File: src/sto_pkg.sv
// Constants and types shared by the torque-off interlock
package sto_pkg;
    // Control clock rate
    localparam int unsigned CLK_KHZ       = 20000;
    // Pulse tolerance of each channel, in microseconds
    localparam int unsigned PULSE_TOL_US  = 1000;
    // Allowed skew between the two channels, in milliseconds
    localparam int unsigned SKEW_MS       = 200;
    // Cycle counts derived from the times above
    localparam int unsigned FILT_CYCLES   = (PULSE_TOL_US * CLK_KHZ) / 1000;
    localparam int unsigned SKEW_CYCLES   = SKEW_MS * CLK_KHZ;
    // Fault codes for loss of one channel only, and the no-fault code
    localparam logic [15:0] CODE_CH1_LOSS = 16'hFA81;
    localparam logic [15:0] CODE_CH2_LOSS = 16'hFA82;
    localparam logic [15:0] CODE_NONE     = 16'h0000;
    // Indication selection per drive state
    typedef enum logic [1:0] {
        IND_NONE    = 2'h0,
        IND_WARNING = 2'h1,
        IND_FAULT   = 2'h2
    } ind_t;
    // Drive states, one-hot
    typedef enum logic [1:0] {
        ST_STOPPED = 2'h1,
        ST_RUN     = 2'h2
    } drive_state_t;
endpackage

File: src/sto_chan_if.sv
// Raw and filtered torque-off channels between core and filter
`timescale 1ns/10ps
interface sto_chan_if;
    logic [1:0] raw;
    logic [1:0] act;
    modport filt (input raw, output act);
    modport core (output raw, input act);
endinterface

File: src/sto_chan_filter.sv
// Per-channel synchroniser and pulse filter for the torque-off inputs
`timescale 1ns/10ps
module sto_chan_filter #(
    parameter int unsigned FILT_CYCLES = sto_pkg::FILT_CYCLES
) (
    input wire logic   clk,
    input wire logic   rst_b,
    sto_chan_if.filt   chan
);
    localparam int unsigned CW = $clog2(FILT_CYCLES + 1);
    localparam logic [CW-1:0] CNT_MAX = CW'(FILT_CYCLES);

    // Each channel is its own path; no logic is shared between them
    genvar i;
    generate
        for (i = 0; i < 2; i++) begin : g_chan
            logic          s1_q;
            logic          s2_q;
            logic          act_q;
            logic [CW-1:0] cnt_q;

            always_ff @(posedge clk or negedge rst_b) begin
                if (!rst_b) begin
                    s1_q <= 1'b0;
                    s2_q <= 1'b0;
                end else begin
                    s1_q <= chan.raw[i];
                    s2_q <= s1_q;
                end
            end

            always_ff @(posedge clk or negedge rst_b) begin
                if (!rst_b) begin
                    cnt_q <= '0;
                    act_q <= 1'b0; // Safe side: de-energized until proven
                end else if (s2_q == act_q) begin
                    cnt_q <= '0;
                end else if (cnt_q == CNT_MAX) begin
                    act_q <= s2_q;
                    cnt_q <= '0;
                end else begin
                    cnt_q <= cnt_q + 1'b1;
                end
            end

            assign chan.act[i] = act_q;
        end
    endgenerate
endmodule // sto_chan_filter

File: src/sto_interlock.sv
// Dual-channel safe torque off interlock core
`timescale 1ns/10ps
// Contract
// - Request forces both channels de-energized
// - De-energized inputs drop gate enable immediately
// - Selection picks none, warning or fault
// - Separate selection for running and stopped
// - Selection never affects gate removal
// - Running drive coasts on any loss
// - No start until inputs restored, faults reset
// - Single channel loss past the skew window faults
// - Reset needed only if fault raised
// - Restart needs a fresh start edge
// - Start while de-energized gives warning
// - Distinct codes for channel one, two
// - Ignore dropouts up to pulse tolerance
module sto_interlock #(
    parameter int unsigned FILT_CYCLES = sto_pkg::FILT_CYCLES,
    parameter int unsigned SKEW_CYCLES = sto_pkg::SKEW_CYCLES
) (
    input  wire logic        clk,
    input  wire logic        rst_b,
    input  wire logic        sto_in_1,
    input  wire logic        sto_in_2,
    input  wire logic        sto_request,
    input  wire logic        start_cmd,
    input  wire logic        stop_cmd,
    input  wire logic        fault_reset,
    input  wire logic [1:0]  running_ind_sel,
    input  wire logic [1:0]  stopped_ind_sel,
    output logic             gate_enable,
    output logic             drive_running,
    output logic             warning,
    output logic             fault,
    output logic [15:0]      fault_code
);
    localparam int unsigned SW = $clog2(SKEW_CYCLES + 1);
    localparam logic [SW-1:0] SKEW_MAX = SW'(SKEW_CYCLES);

    // Latency budget, pin to gate: two sync stages, FILT_CYCLES+1 filter cycles,
    // then one more edge for the gate register. A change on a pin takes about
    // FILT_CYCLES+4 edges to reach the gate. That is four edges past the pulse tolerance.
    // The filter delay is the price of ignoring short contact bounce.
    sto_chan_if chan ();

    logic [1:0]              ch_ok;
    logic                    both_on;
    logic                    both_on_q;
    logic                    start_prev_q;
    logic                    start_edge;
    logic [SW-1:0]           skew_q;
    logic                    mismatch_flt;
    logic [1:0]              sel;
    logic                    loss_event;
    sto_pkg::drive_state_t   state_q;
    logic                    warn_q;
    logic                    fault_q;
    logic [15:0]             code_q;
    logic                    gate_q;

    assign chan.raw = {sto_in_2, sto_in_1};

    sto_chan_filter #(
        .FILT_CYCLES (FILT_CYCLES)
    ) u_filter (
        .clk   (clk),
        .rst_b (rst_b),
        .chan  (chan.filt)
    );

    // The request bypasses the filter on purpose. A commanded stop must not
    // wait out the pulse tolerance, and a glitch on it only stops torque,
    // which is the safe direction.
    // request overrides both inputs
    assign ch_ok   = chan.act & {2{~sto_request}};
    assign both_on = &ch_ok;

    // Previous input state, for detecting the moment of loss
    // Resets low, so a power-up with inputs off gives no loss event
    always_ff @(posedge clk or negedge rst_b) begin
        if (!rst_b) begin
            both_on_q <= 1'b0;
        end else begin
            both_on_q <= both_on;
        end
    end
    assign loss_event = both_on_q & ~both_on;

    // Start edge; reset value 1 so a level held through reset is no edge
    always_ff @(posedge clk or negedge rst_b) begin
        if (!rst_b) begin
            start_prev_q <= 1'b1;
        end else begin
            start_prev_q <= start_cmd;
        end
    end
    assign start_edge = start_cmd & ~start_prev_q;

    // Channel discrepancy timer; partner is allowed the skew window
    // Counts only while the filtered channels disagree, and holds at the limit
    // so that a lasting wiring fault keeps the fault latch set. Both channels
    // off together is a normal stop, not a discrepancy.
    // Limitation: a discrepancy shorter than the window is never reported.
    always_ff @(posedge clk or negedge rst_b) begin
        if (!rst_b) begin
            skew_q <= '0;
        end else if (ch_ok[0] == ch_ok[1]) begin
            skew_q <= '0;
        end else if (skew_q != SKEW_MAX) begin
            skew_q <= skew_q + 1'b1;
        end
    end
    // mismatch beyond skew is wiring fault
    assign mismatch_flt = (skew_q == SKEW_MAX);

    assign sel = (state_q == sto_pkg::ST_RUN) ? running_ind_sel : stopped_ind_sel;

    // Drive state machine
    // Two one-hot states. RUN is entered only on a fresh start edge with both
    // channels on, no latched fault and no discrepancy. Any loss, stop or
    // discrepancy returns to STOPPED in one edge. The default branch pulls an
    // illegal code back to the safe state.
    always_ff @(posedge clk or negedge rst_b) begin
        if (!rst_b) begin
            state_q <= sto_pkg::ST_STOPPED;
        end else begin
            case (state_q)
                sto_pkg::ST_STOPPED: begin
                    // start blocked by inputs or fault
                    if (start_edge && both_on && !fault_q && !mismatch_flt) begin
                        state_q <= sto_pkg::ST_RUN;
                    end
                end
                sto_pkg::ST_RUN: begin
                    if (!both_on || stop_cmd || mismatch_flt) begin
                        state_q <= sto_pkg::ST_STOPPED;
                    end
                end
                default: begin
                    state_q <= sto_pkg::ST_STOPPED;
                end
            endcase
        end
    end

    // Gate enable drops on the inputs directly, never on the indication selection
    // The gate is a register of its own, not a decode of the state, so that
    // the loss path drops it at the same edge as the state leaves RUN.
    // The selection inputs appear nowhere in this process.
    always_ff @(posedge clk or negedge rst_b) begin
        if (!rst_b) begin
            gate_q <= 1'b0;
        end else if (!both_on) begin
            gate_q <= 1'b0;
        end else begin
            gate_q <= (state_q == sto_pkg::ST_RUN) && !stop_cmd && !mismatch_flt;
        end
    end

    // Warning: clears once both inputs are back
    // A set in the same cycle as the restore wins, so a start refused at the
    // last moment is still reported
    always_ff @(posedge clk or negedge rst_b) begin
        if (!rst_b) begin
            warn_q <= 1'b0;
        end else if (start_edge && !both_on && state_q == sto_pkg::ST_STOPPED) begin
            warn_q <= 1'b1;
        end else if (loss_event && sel == sto_pkg::IND_WARNING) begin
            warn_q <= 1'b1;
        end else if (both_on) begin
            warn_q <= 1'b0;
        end
    end

    // Fault latch; a new fault in the reset cycle wins over the reset
    // The code is written only for a discrepancy. A fault from the selection
    // leaves the code at none, so software can tell a wiring fault from a
    // configured stop.
    always_ff @(posedge clk or negedge rst_b) begin
        if (!rst_b) begin
            fault_q <= 1'b0;
            code_q  <= sto_pkg::CODE_NONE;
        end else if (mismatch_flt) begin
            fault_q <= 1'b1;
            code_q  <= ch_ok[0] ? sto_pkg::CODE_CH2_LOSS : sto_pkg::CODE_CH1_LOSS;
        end else if (loss_event && sel == sto_pkg::IND_FAULT) begin
            fault_q <= 1'b1;
        // reset clears only with inputs back
        end else if (fault_reset && both_on) begin
            fault_q <= 1'b0;
            code_q  <= sto_pkg::CODE_NONE;
        end
    end

    // Registered outputs; every one is a flop with no logic after it
    // The running flag is the RUN bit of the one-hot state register
    assign gate_enable   = gate_q;
    assign drive_running = state_q[1];
    assign warning       = warn_q;
    assign fault         = fault_q;
    assign fault_code    = code_q;
endmodule // sto_interlock

File: config.mk
export PLATFORM = sky130hd
export DESIGN_NAME = sto_interlock
export DESIGN_NICKNAME = d
export VERILOG_FILES = /design/src/sto_pkg.sv /design/src/sto_chan_if.sv /design/src/sto_chan_filter.sv /design/src/sto_interlock.sv
export SDC_FILE = /design/constraint.sdc
export NUM_CORES = 1
export LEC_CHECK = 0
export BUFFER_PORTS_ARGS = -buffer_cell sky130_fd_sc_hd__buf_2
export CORE_MARGIN = 1
export CORE_UTILIZATION = 45
export CTS_BUF_LIST = sky130_fd_sc_hd__clkbuf_4 sky130_fd_sc_hd__clkbuf_8
export DETAILED_ROUTE_END_ITERATION = 10
export HOLD_SLACK_MARGIN = 0.1
export SLEW_MARGIN = 20
export SYNTH_ARGS = -nofsm -noshare
export SYNTH_HDL_FRONTEND = slang
export SYNTH_SLANG_ARGS = --single-unit
File: constraint.sdc
create_clock -name clk -period 3.1 [get_ports clk]
set_clock_uncertainty 0.1 [all_clocks]
set_input_delay 0.31 -clock clk [delete_from_list [all_inputs] [get_ports clk]]
set_output_delay 0.31 -clock clk [all_outputs]
set_load 0.01 [all_outputs]
==> results.yml, run 1 <==
status:
  status: "finished clean"
power_and_ir_drop:
  power_mw: 1.86
  power_frac_clock: 0.478
  p_seq_frac: 0.489
  power.switching_uw: 398
  leakage_nw: 1.62
  internal_power_mw: 1.46
  p_per_area_nw_per_um2: 480
  pwr-share-comb: 0.034
  peakVddDrop_v: 0.000315
  switching_share: 0.214
setup_path:
  r2r_slack_ns: 0.95
  cp-start-kind: "flop"
  r2r-end: "skew_q[20]"
  critical_path_class: "reg2reg"
  crit_fanout: 6
  r2r_start: "skew_q[1]"
  worstPathRequired_ns: 3.26
  arrival_ns: 2.30
  endpoint_kind: "flop"
  startpoint: "skew_q[1]"
  r2r_cells: 5
yosys:
  yosys.area.top_type_share: 0.482
  yosysWarnings: 0
  synthFlopType: "dfrtp_1"
  async_flop_share: 1.00
  syn_area_um2: 3430
  synthDistinctLibCells: 45
  ys_top_cells_by_area: "dfrtp_1 48%, xnor2_1 6.4%, nor2_1 5.0%"
  synth-edff-count: 0
  ys_seq_area_frac: 0.497
  synthCells: 339
  syn_area_per_cell_um2: 10.1
  yosys.area.top_type: "dfrtp_1"
  ys_ff_latch: 68
route:
  vias_per_cell: 5.10
  wirelength_um: 6180
  drtIter0Drc: 107
  first_pass_iters: 4
  wl_per_cell_um: 13.1
  ant_nets: 0
  post-route-drc-count: 0
  vias: 2406
timing:
  tns_ns: 0
  slew_violations: 0
  slew_headroom: 0.508
  fmaxAchievable_mhz: 466
  min_period_over_period: 0.692
  period_needed_ns: 2.15
  hold_viol: 0
  finalSetupViolations: 0
  rsz0062_at_grt: "false"
  worst_slack_ns: 0.954
  tightest_slew_ns: 0.738
layout:
  syn_to_final_growth_pct: 12.9
  nNetsFinal: 387
  antennaDiodeCount: 0
  fin_area_um2: 3870
  drive_gt1_frac: 0.150
  num-fill-cells: 669
  final_cells: 472
global_routing:
  first_global_vias: 2412
  antenna_found_initial: 0
  grt_max_degree: 32
  grt_pass1_wl_um: 10800
  grt_overflow: 0
  grt_usage: 0.179
floorplanning:
  die_w_um: 89.3
  die_y_um: 89.3
  die_area_um2: 7970
  coreArea_um2: 7290
  start_util: 0.470
  io_pins: 32
  rows: 31
place:
  gp_congestion: 0.773
  place_hpwl_um: 4220
  port_buffers: 24
  dpl_worst_slack_ns: 0.979
  place_inst: 451
  post_dp_cell_area_um2: 3570
cts:
  cts-root-buf: "clkbuf_8"
  cts.clk_slew.worst_paths_ns: 0.08
  cts_sinks: 68
  cts.htree.levels: 3
  clk-insertion-delay-late_ns: 0.34
  tritoncts: "done"
  postCtsSetupRepairBufs: 0
  cts_made_buffers: 9
  cts_buffer_depth: 2
min_path:
  hp-start: "sto_request"
  hold_class: "in2reg"
  hold_depth: 4
  min_to: "fault_code[1]"
job:
  cap_violations: 0
-- worst max-delay path, cell delays in order, from the launching register on --
cell and delay, ns:
dfrtp_1 0.47, ha_1 0.26, nand3_1 0.20, or3_1 0.44, or4_1 0.42, a21oi_1 0.18
-- cells by family after synthesis --
logic type	count (synthesis)	synth area share
AO/OA/AOI/OAI	22	0.0383
other	1	0.00109
multiplexers	7	0.0237
flip-flops	68	0.497
XOR/XNOR	40	0.102
buffers and inverters	34	0.0566
adder cells (fa/ha/maj)	7	0.0256
AND/OR/NAND/NOR	160	0.255
-- placed cells by master, fill, tap and decap left out, types with 5 or more instances in the layout --
cell type      count
dfrtp_1           66
nor2_1            46
xnor2_1           25
nand3_1           24
buf_2             24
nand2_1           20
inv_1             15
xor2_1            15
nor3_1             9
clkbuf_8           9
nand4_1            8
nor4_1             8
a21oi_1            8
ha_1               7
conb_1             7
or4_1              6
or3_1              6
and3_1             5
dlygate4sd3_1      5
-- stage by stage --
| stage | utilization | hold slack [ns] |
|---|---|---|
| 2_1_floorplan | - | -0.0856 |
| 3_3_place_gp | 0.490 | 0.238 |
| 3_5_place_dp | 0.490 | 0.236 |
| 4_1_cts | 0.531 | 0.183 |
| 5_1_grt | 0.531 | 0.225 |
| 6_report | 0.531 | 0.194 |
-- routing by layer --
layer	share of wire	vias to the layer above	GRT usage
li1	-	1215	-
met1	0.50	1160	0.230
met2	0.46	27	0.288
met3	0.032	4	0.0554
met4	0.0078	0	0.0620
met5	0	-	0
-- synthesized netlist by cell type, types with 5 or more instances --
master    n
a21oi_1   8
and3_1    5
buf_4    13
dfrtp_1  66
ha_1      7
inv_1    15
nand2_1  20
nand3_1  24
nand4_1   8
nor2_1   46
nor3_1    9
nor4_1    8
or3_1     6
or4_1     6
xnor2_1  25
xor2_1   15
-- power by group through the flow --
stage,clock [mW],sequential [mW],combinational (mW)
6_report,0.886,0.907,0.0625
5_1_grt,0.950,0.908,0.0728
4_1_cts,0.912,0.906,0.0647
3_5_place_dp,0,0.923,0.0599
3_3_place_gp,0,0.924,0.0579
2_1_floorplan,0,0.921,0.0350
-- timing repair --
item / in CTS / in global routing
endpoints found under the setup margin: 0 / 0
hold buffers: 5 / 0
hold endpoints to repair: 33 / 0
gates resized for setup: 0 / 0
-- cell type report --
type	count	area (um^2)	area share
Sequential cell	68	1700	0.440
Multi-Input combinational cell	243	1550	0.401
Inverter	15	56.3	0.0146
Clock inverter	7	124	0.0320
Clock buffer	9	124	0.0320
Timing Repair Buffer	31	185	0.0479
Tap cell	99	124	0.0320
-- flip-flops by register name, summed over array words and instances, names as in the netlist --
signal,flops
gate_enable,1
u_filter.g_chan.act_q,2
warning,1
both_on_q,1
u_filter.g_chan.s1_q,2
fault_code,3
u_filter.g_chan.s2_q,2
start_prev_q,1
u_filter.g_chan.cnt_q,30
fault,1
state_q,2
skew_q,22
-- worst max-delay path by stage --
| stage | endpoint | slack [ns] | cells after the start |
|---|---|---|---|
| 6_report | skew_q[20] | 0.95 | 5 |
| 5_1_grt | skew_q[21] | 0.81 | 4 |
| 4_1_cts | skew_q[21] | 0.97 | 4 |
| 3_5_place_dp | skew_q[21] | 0.98 | 4 |
| 3_3_place_gp | skew_q[21] | 1.01 | 4 |
| 2_1_floorplan | u_filter.g_chan[0].act_q | 1.12 | 3 |
No activity file was read; power rests on OpenSTA's default activity.
==> inputs of run 2 (changes only) <==
--- a/config.mk
+++ b/config.mk
@@ -5,6 +5,7 @@
 export SDC_FILE = /design/constraint.sdc
 export NUM_CORES = 1
 export LEC_CHECK = 0
+export ABC_AREA = 1
 export BUFFER_PORTS_ARGS = -buffer_cell sky130_fd_sc_hd__buf_2
 export CORE_MARGIN = 1
 export CORE_UTILIZATION = 45
==> constraint.sdc (replaced) <==
create_clock -name clk -period 2 [get_ports clk]
set_clock_uncertainty 0.1 [all_clocks]
set_input_delay 0.2 -clock clk [delete_from_list [all_inputs] [get_ports clk]]
set_output_delay 0.2 -clock clk [all_outputs]
set_load 0.01 [all_outputs]
==> run 2 against run 1 <==
Largest cell class is now multi-input gates. Non-clock buffer count grew 2. First-iteration DRC count up 15%. Cell count rose by 46%. Synthesized area up 17%. Synthesized cell count up 60%. Power rose by 53%. Combinational power increased by 87%. Final area grew 16%. Count of clock-buffer cells in the layout up 2. Fmax increased by 32%. Routed wire length increased by 31%.
==> results.yml, run 2 <==
layout:
  drive_gt1_frac: 0.143
  mostFrequentLayoutCell: "nand2_1"
  largest_reg_flops: 30
  num-fill-cells: 842
  nNetsFinal: 594
  syn_to_final_growth_pct: 12.3
  most-common-layout-cells: "119 x nand2_1, 96 x nor2_1, 73 x inv_1"
  final_cells: 688
  antennaDiodeCount: 0
  largest_register: "u_filter.g_chan.cnt_q"
yosys:
  synth-edff-count: 0
  yosys.area.top_type_share: 0.413
  syn_area_um2: 4000
  ys_ff_latch: 68
  synth_common_cells: "119 x nand2_1, 96 x nor2_1, 73 x inv_1"
  yosysWarnings: 0
  syn_area_per_cell_um2: 7.39
  synthDistinctLibCells: 36
  synthFlopType: "dfrtp_1"
  async_flop_share: 1.00
  synthCells: 541
  ys_top_cells_by_area: "dfrtp_1 41%, nand2_1 11%, nor2_1 9.0%"
  ys_seq_area_frac: 0.426
  yosysMostFrequentCell: "nand2_1"
  yosys.area.top_type: "dfrtp_1"
global_routing:
  antenna_found_initial: 0
  grt_usage: 0.192
  grt_max_degree: 69
  grt_overflow: 0
  grt_pass1_wl_um: 13500
  first_global_vias: 3098
power_and_ir_drop:
  switching_share: 0.222
  peakVddDrop_v: 0.000281
  p_seq_frac: 0.495
  power_frac_clock: 0.464
  power.switching_uw: 632
  leakage_nw: 2.01
  internal_power_mw: 2.21
  p_per_area_nw_per_um2: 632
  pwr-share-comb: 0.041
timing:
  period_needed_ns: 1.62
  tns_ns: 0
  slew_violations: 0
  min_period_over_period: 0.812
  rsz0062_at_grt: "false"
  hold_viol: 0
  fmaxAchievable_mhz: 616
  finalSetupViolations: 0
setup_path:
  r2r_slack_ns: 0.38
  cp-start-kind: "flop"
  worstPathRequired_ns: 2.18
  endpoint_kind: "flop"
  cp_cell_sequence: "inv_1 > nor2_1 > ha_1 > buf_4 > o21ai_1 > a21oi_1"
  arrival_ns: 1.80
  crit_path_max_incr_delay_ns: 0.47
  cp_slowest_cell: "ha_1"
  critical_path_class: "reg2reg"
  crit_fanout: 11
job:
  cap_violations: 0
cts:
  cts-root-buf: "clkbuf_8"
  cts.clk_slew.worst_paths_ns: 0.07
  tritoncts: "done"
  clk-insertion-delay-late_ns: 0.35
  cts.htree.levels: 3
  postCtsSetupRepairBufs: 0
  cts_buffer_depth: 2
  cts_made_buffers: 9
  cts_sinks: 68
route:
  ant_nets: 0
  wirelength_um: 8080
  first_pass_iters: 4
  post-route-drc-count: 0
  wl_per_cell_um: 11.7
  drtIter0Drc: 123
  vias: 3325
  vias_per_cell: 4.83
floorplanning:
  coreArea_um2: 8680
  die_y_um: 96.3
  rows: 34
  die_w_um: 96.3
  start_util: 0.461
  die_area_um2: 9270
  io_pins: 32
place:
  port_buffers: 24
  gp_congestion: 0.836
  place_inst: 666
  place_hpwl_um: 6040
min_path:
  hold_class: "in2reg"
status:
  status: "finished clean"
[run 2: critical path, delay by kind of cell (launching register included)]
family                   cells  cell delay, ns
adder cells (fa/ha/maj)      1            0.47
flip-flops                   1            0.42
buffers and inverters        2            0.32
AO/OA/AOI/OAI                2            0.19
AND/OR/NAND/NOR              1            0.06
[run 2: cell type report]
class                      count  area (um^2)  area share
clock inverter                 5         82.6      0.0184
tap                          108          135      0.0301
timing repair buffer          33          215      0.0479
inverter                      79          298      0.0663
sequential                    68         1700       0.379
multi-input combinational    384         1910       0.424
clock buffer                  11          151      0.0337
[run 2: repair_timing]
item	CTS	global route
endpoints found under the setup margin	0	0
hold buffers	6	0
gates resized for setup	0	0
endpoints found under the hold margin	77	0
[run 2: kinds of logic (layout without fill, tap and decap cells)]
logic type	after synthesis	count (layout)	share of synthesized area
AND/OR/NAND/NOR	325	325	0.376
buffers and inverters	95	128	0.103
flip-flops	68	68	0.426
AO/OA/AOI/OAI	33	33	0.0444
XOR/XNOR	12	12	0.0282
adder cells (fa/ha/maj)	7	7	0.0219
other	1	7	0.000937
[run 2: metal layers]
metal | up-vias | global-route usage | wire (um)
met1 | 1526 | 0.249 | 3990
met4 | 0 | 0.0759 | 158
met5 | - | 0 | 0
li1 | 1753 | - | -
met2 | 34 | 0.310 | 3730
met3 | 12 | 0.0434 | 204
[run 2: power by group through the flow]
stage | Combinational, mW | Clock [mW] | Sequential [mW]
after detailed placement | 0.111 | 0 | 1.43
after CTS | 0.120 | 1.35 | 1.40
after floorplan | 0.0650 | 0 | 1.43
after global routing | 0.137 | 1.41 | 1.41
after global placement | 0.111 | 0 | 1.43
final | 0.117 | 1.32 | 1.40
[run 2: worst paths after layout]
path                                                     end                     start  depth (start not counted)
worst max-delay path                              skew_q[11]  u_filter.g_chan[0].act_q                          6
worst min-delay path                           fault_code[1]               sto_request                          4
worst max register to register                    skew_q[11]  u_filter.g_chan[0].act_q                          6
worst min register to register       u_filter.g_chan[1].s2_q   u_filter.g_chan[1].s1_q                          0
max in group asynchronous                         state_q[0]                     rst_b                          3
min in group asynchronous       u_filter.g_chan[1].cnt_q[13]                     rst_b                          3
[run 2: through the flow]
stage / worst slack, ns / util / total power [mW] / hold WS [ns] / instance area (um^2)
floorplan: 0.510 / - / 1.49 / -0.196 / 4020
global placement: 0.388 / 0.484 / 1.54 / 0.151 / 4200
detailed placement: 0.373 / 0.484 / 1.54 / 0.149 / 4200
CTS: 0.347 / 0.518 / 2.88 / 0.113 / 4490
global route: 0.186 / 0.518 / 2.95 / 0.134 / 4490
finish: 0.375 / 0.518 / 2.84 / 0.109 / 4490
==> inputs of run 3 (changes only) <==
--- a/config.mk
+++ b/config.mk
@@ -12,6 +12,7 @@
 export CTS_BUF_LIST = sky130_fd_sc_hd__clkbuf_4 sky130_fd_sc_hd__clkbuf_8
 export DETAILED_ROUTE_END_ITERATION = 10
 export HOLD_SLACK_MARGIN = 0.1
+export PLACE_DENSITY = 0.65
 export SLEW_MARGIN = 20
 export SYNTH_ARGS = -nofsm -noshare
 export SYNTH_HDL_FRONTEND = slang
==> constraint.sdc (replaced) <==
create_clock -name clk -period 1.3 [get_ports clk]
set_clock_uncertainty 0.1 [all_clocks]
set_input_delay 0.13 -clock clk [delete_from_list [all_inputs] [get_ports clk]]
set_output_delay 0.13 -clock clk [all_outputs]
set_load 0.01 [all_outputs]
==> run 3 against run 2 <==
Clock power grew 80%. Utilization grew 17 points. The flow now finishes with violations (negative setup slack). Sequential power grew 55%. Non-clock buffer count grew 107. Highest routed layer unchanged.
==> results.yml, run 3 (synthesized netlist as in run 2, its figures left out) <==
timing:
  min_period_over_period: 1.16
  period_needed_ns: 1.51
  fmaxAchievable_mhz: 661
  finalSetupViolations: 53
  hold_viol: 0
  rsz0062_at_grt: "true"
  worst_slack_ns: -0.212
  hold_slack_ns: 0.105
  tns_ns: -5.77
  slew_violations: 0
setup_path:
  cp_cell_sequence: "inv_2 > ha_4 > nand3_1 > nor2_2 > nand3_4 > nand3_1 > nand2_1"
  startpoint: "skew_q[0]"
  critical_path_class: "reg2reg"
  cpMostUsedCell: "nand3_1"
  cp_slowest_cell: "dfrtp_2"
  r2r_start: "skew_q[0]"
  crit_path_max_incr_delay_ns: 0.45
  r2r-end: "skew_q[0]"
  cp-start-kind: "flop"
  endpoint: "skew_q[0]"
  endpoint_kind: "flop"
  r2r_slack_ns: -0.21
  r2r_cells: 7
  arrival_ns: 1.65
  crit_fanout: 6
  worstPathRequired_ns: 1.44
cts:
  cts_sinks: 68
  cts.htree.levels: 3
  cts_made_buffers: 9
  cts_buffer_depth: 2
  clk-insertion-delay-late_ns: 0.35
  cts-root-buf: "clkbuf_8"
  tritoncts: "done"
  cts.clk_slew.worst_paths_ns: 0.08
layout:
  drive_gt1_frac: 0.443
  fin_area_um2: 6000
  final_cells: 795
  num-fill-cells: 656
  mostFrequentLayoutCell: "nand2_1"
  nNetsFinal: 701
  largest_reg_flops: 30
  antennaDiodeCount: 0
  most-common-layout-cells: "100 x nand2_1, 85 x buf_4, 70 x nor2_1"
  syn_to_final_growth_pct: 49.9
  largest_register: "u_filter.g_chan.cnt_q"
floorplanning:
  coreArea_um2: 8680
  io_pins: 32
  rows: 34
  die_area_um2: 9270
  die_w_um: 96.3
  die_y_um: 96.3
  start_util: 0.461
status:
  violations: "negative setup slack"
  status: "finished with violations"
global_routing:
  first_global_vias: 3746
  grt_overflow: 0
  grt_usage: 0.237
  antenna_found_initial: 0
  grt_pass1_wl_um: 16800
  grt_max_degree: 30
route:
  post-route-drc-count: 0
  wl_per_cell_um: 14.4
  vias_per_cell: 5.06
  drtIter0Drc: 192
  ant_nets: 0
  wirelength_um: 11400
  vias: 4026
  first_pass_iters: 5
place:
  port_buffers: 24
  place_hpwl_um: 6850
  place_inst: 741
  post_dp_cell_area_um2: 4830
  gp_congestion: 0.897
power_and_ir_drop:
  leakage_nw: 2.72
  peakVddDrop_v: 0.000877
  p_per_area_nw_per_um2: 806
min_path:
  hold_class: "in2async"
job:
  cap_violations: 0
## run 3: cell type report
class                           instances  area (um^2)  area share
Clock buffer                            9          124      0.0207
Clock inverter                          7          146      0.0244
Inverter                               79          312      0.0520
Multi-Input combinational cell        384         2440       0.406
Sequential cell                        68         1720       0.287
Tap cell                              108          135      0.0225
Timing Repair Buffer                  140         1120       0.187
## run 3: worst min-delay path by stage
| stage | start | cells past startpoint | endpoint | slack (ns) |
|---|---|---|---|---|
| after floorplan | rst_b | 0 | both_on_q | -0.27 |
| after global placement | rst_b | 1 | u_filter.g_chan[0].cnt_q[11] | -0.04 |
| after detailed placement | rst_b | 1 | u_filter.g_chan[0].cnt_q[11] | -0.04 |
| after CTS | rst_b | 2 | u_filter.g_chan[0].cnt_q[11] | 0.11 |
| after global routing | rst_b | 2 | u_filter.g_chan[0].cnt_q[11] | 0.14 |
| final | rst_b | 2 | u_filter.g_chan[0].cnt_q[11] | 0.10 |
## run 3: per-stage QoR
stage | utilization | setup slack, ns | power, mW
2_1_floorplan | - | -0.0648 | 2.31
3_3_place_gp | 0.556 | -0.134 | 2.42
3_5_place_dp | 0.556 | -0.189 | 2.43
4_1_cts | 0.628 | -0.171 | 4.84
5_1_grt | 0.691 | -0.262 | 4.99
6_report | 0.691 | -0.212 | 4.83
## run 3: report_power, final
part	switching [mW]	internal, mW	total [mW]
Sequential	0.0274	2.14	2.17
Combinational	0.158	0.139	0.297
Clock	0.885	1.48	2.37
## run 3: timing repair
action	in CTS	in global routing
gates resized for setup	53	122
endpoints found under the hold margin	77	0
endpoints found under the setup margin	56	62
pin swaps	28	50
hold buffers	9	0
buffers inserted	10	19
## run 3: per-layer routing
layer  share of wire  track usage  up-vias
li1                -            -     1967
met1            0.41        0.292     1932
met2            0.53        0.411       90
met3           0.033       0.0513       37
met4           0.030       0.0784        0
met5               0            0        -
## run 3: worst max-delay path: cells and delay by family (launching register included)
family	cells	cell delay (ns)
flops	1	0.45
simple gates	5	0.58
fa+ha+maj	1	0.15
buf+inv	1	0.11
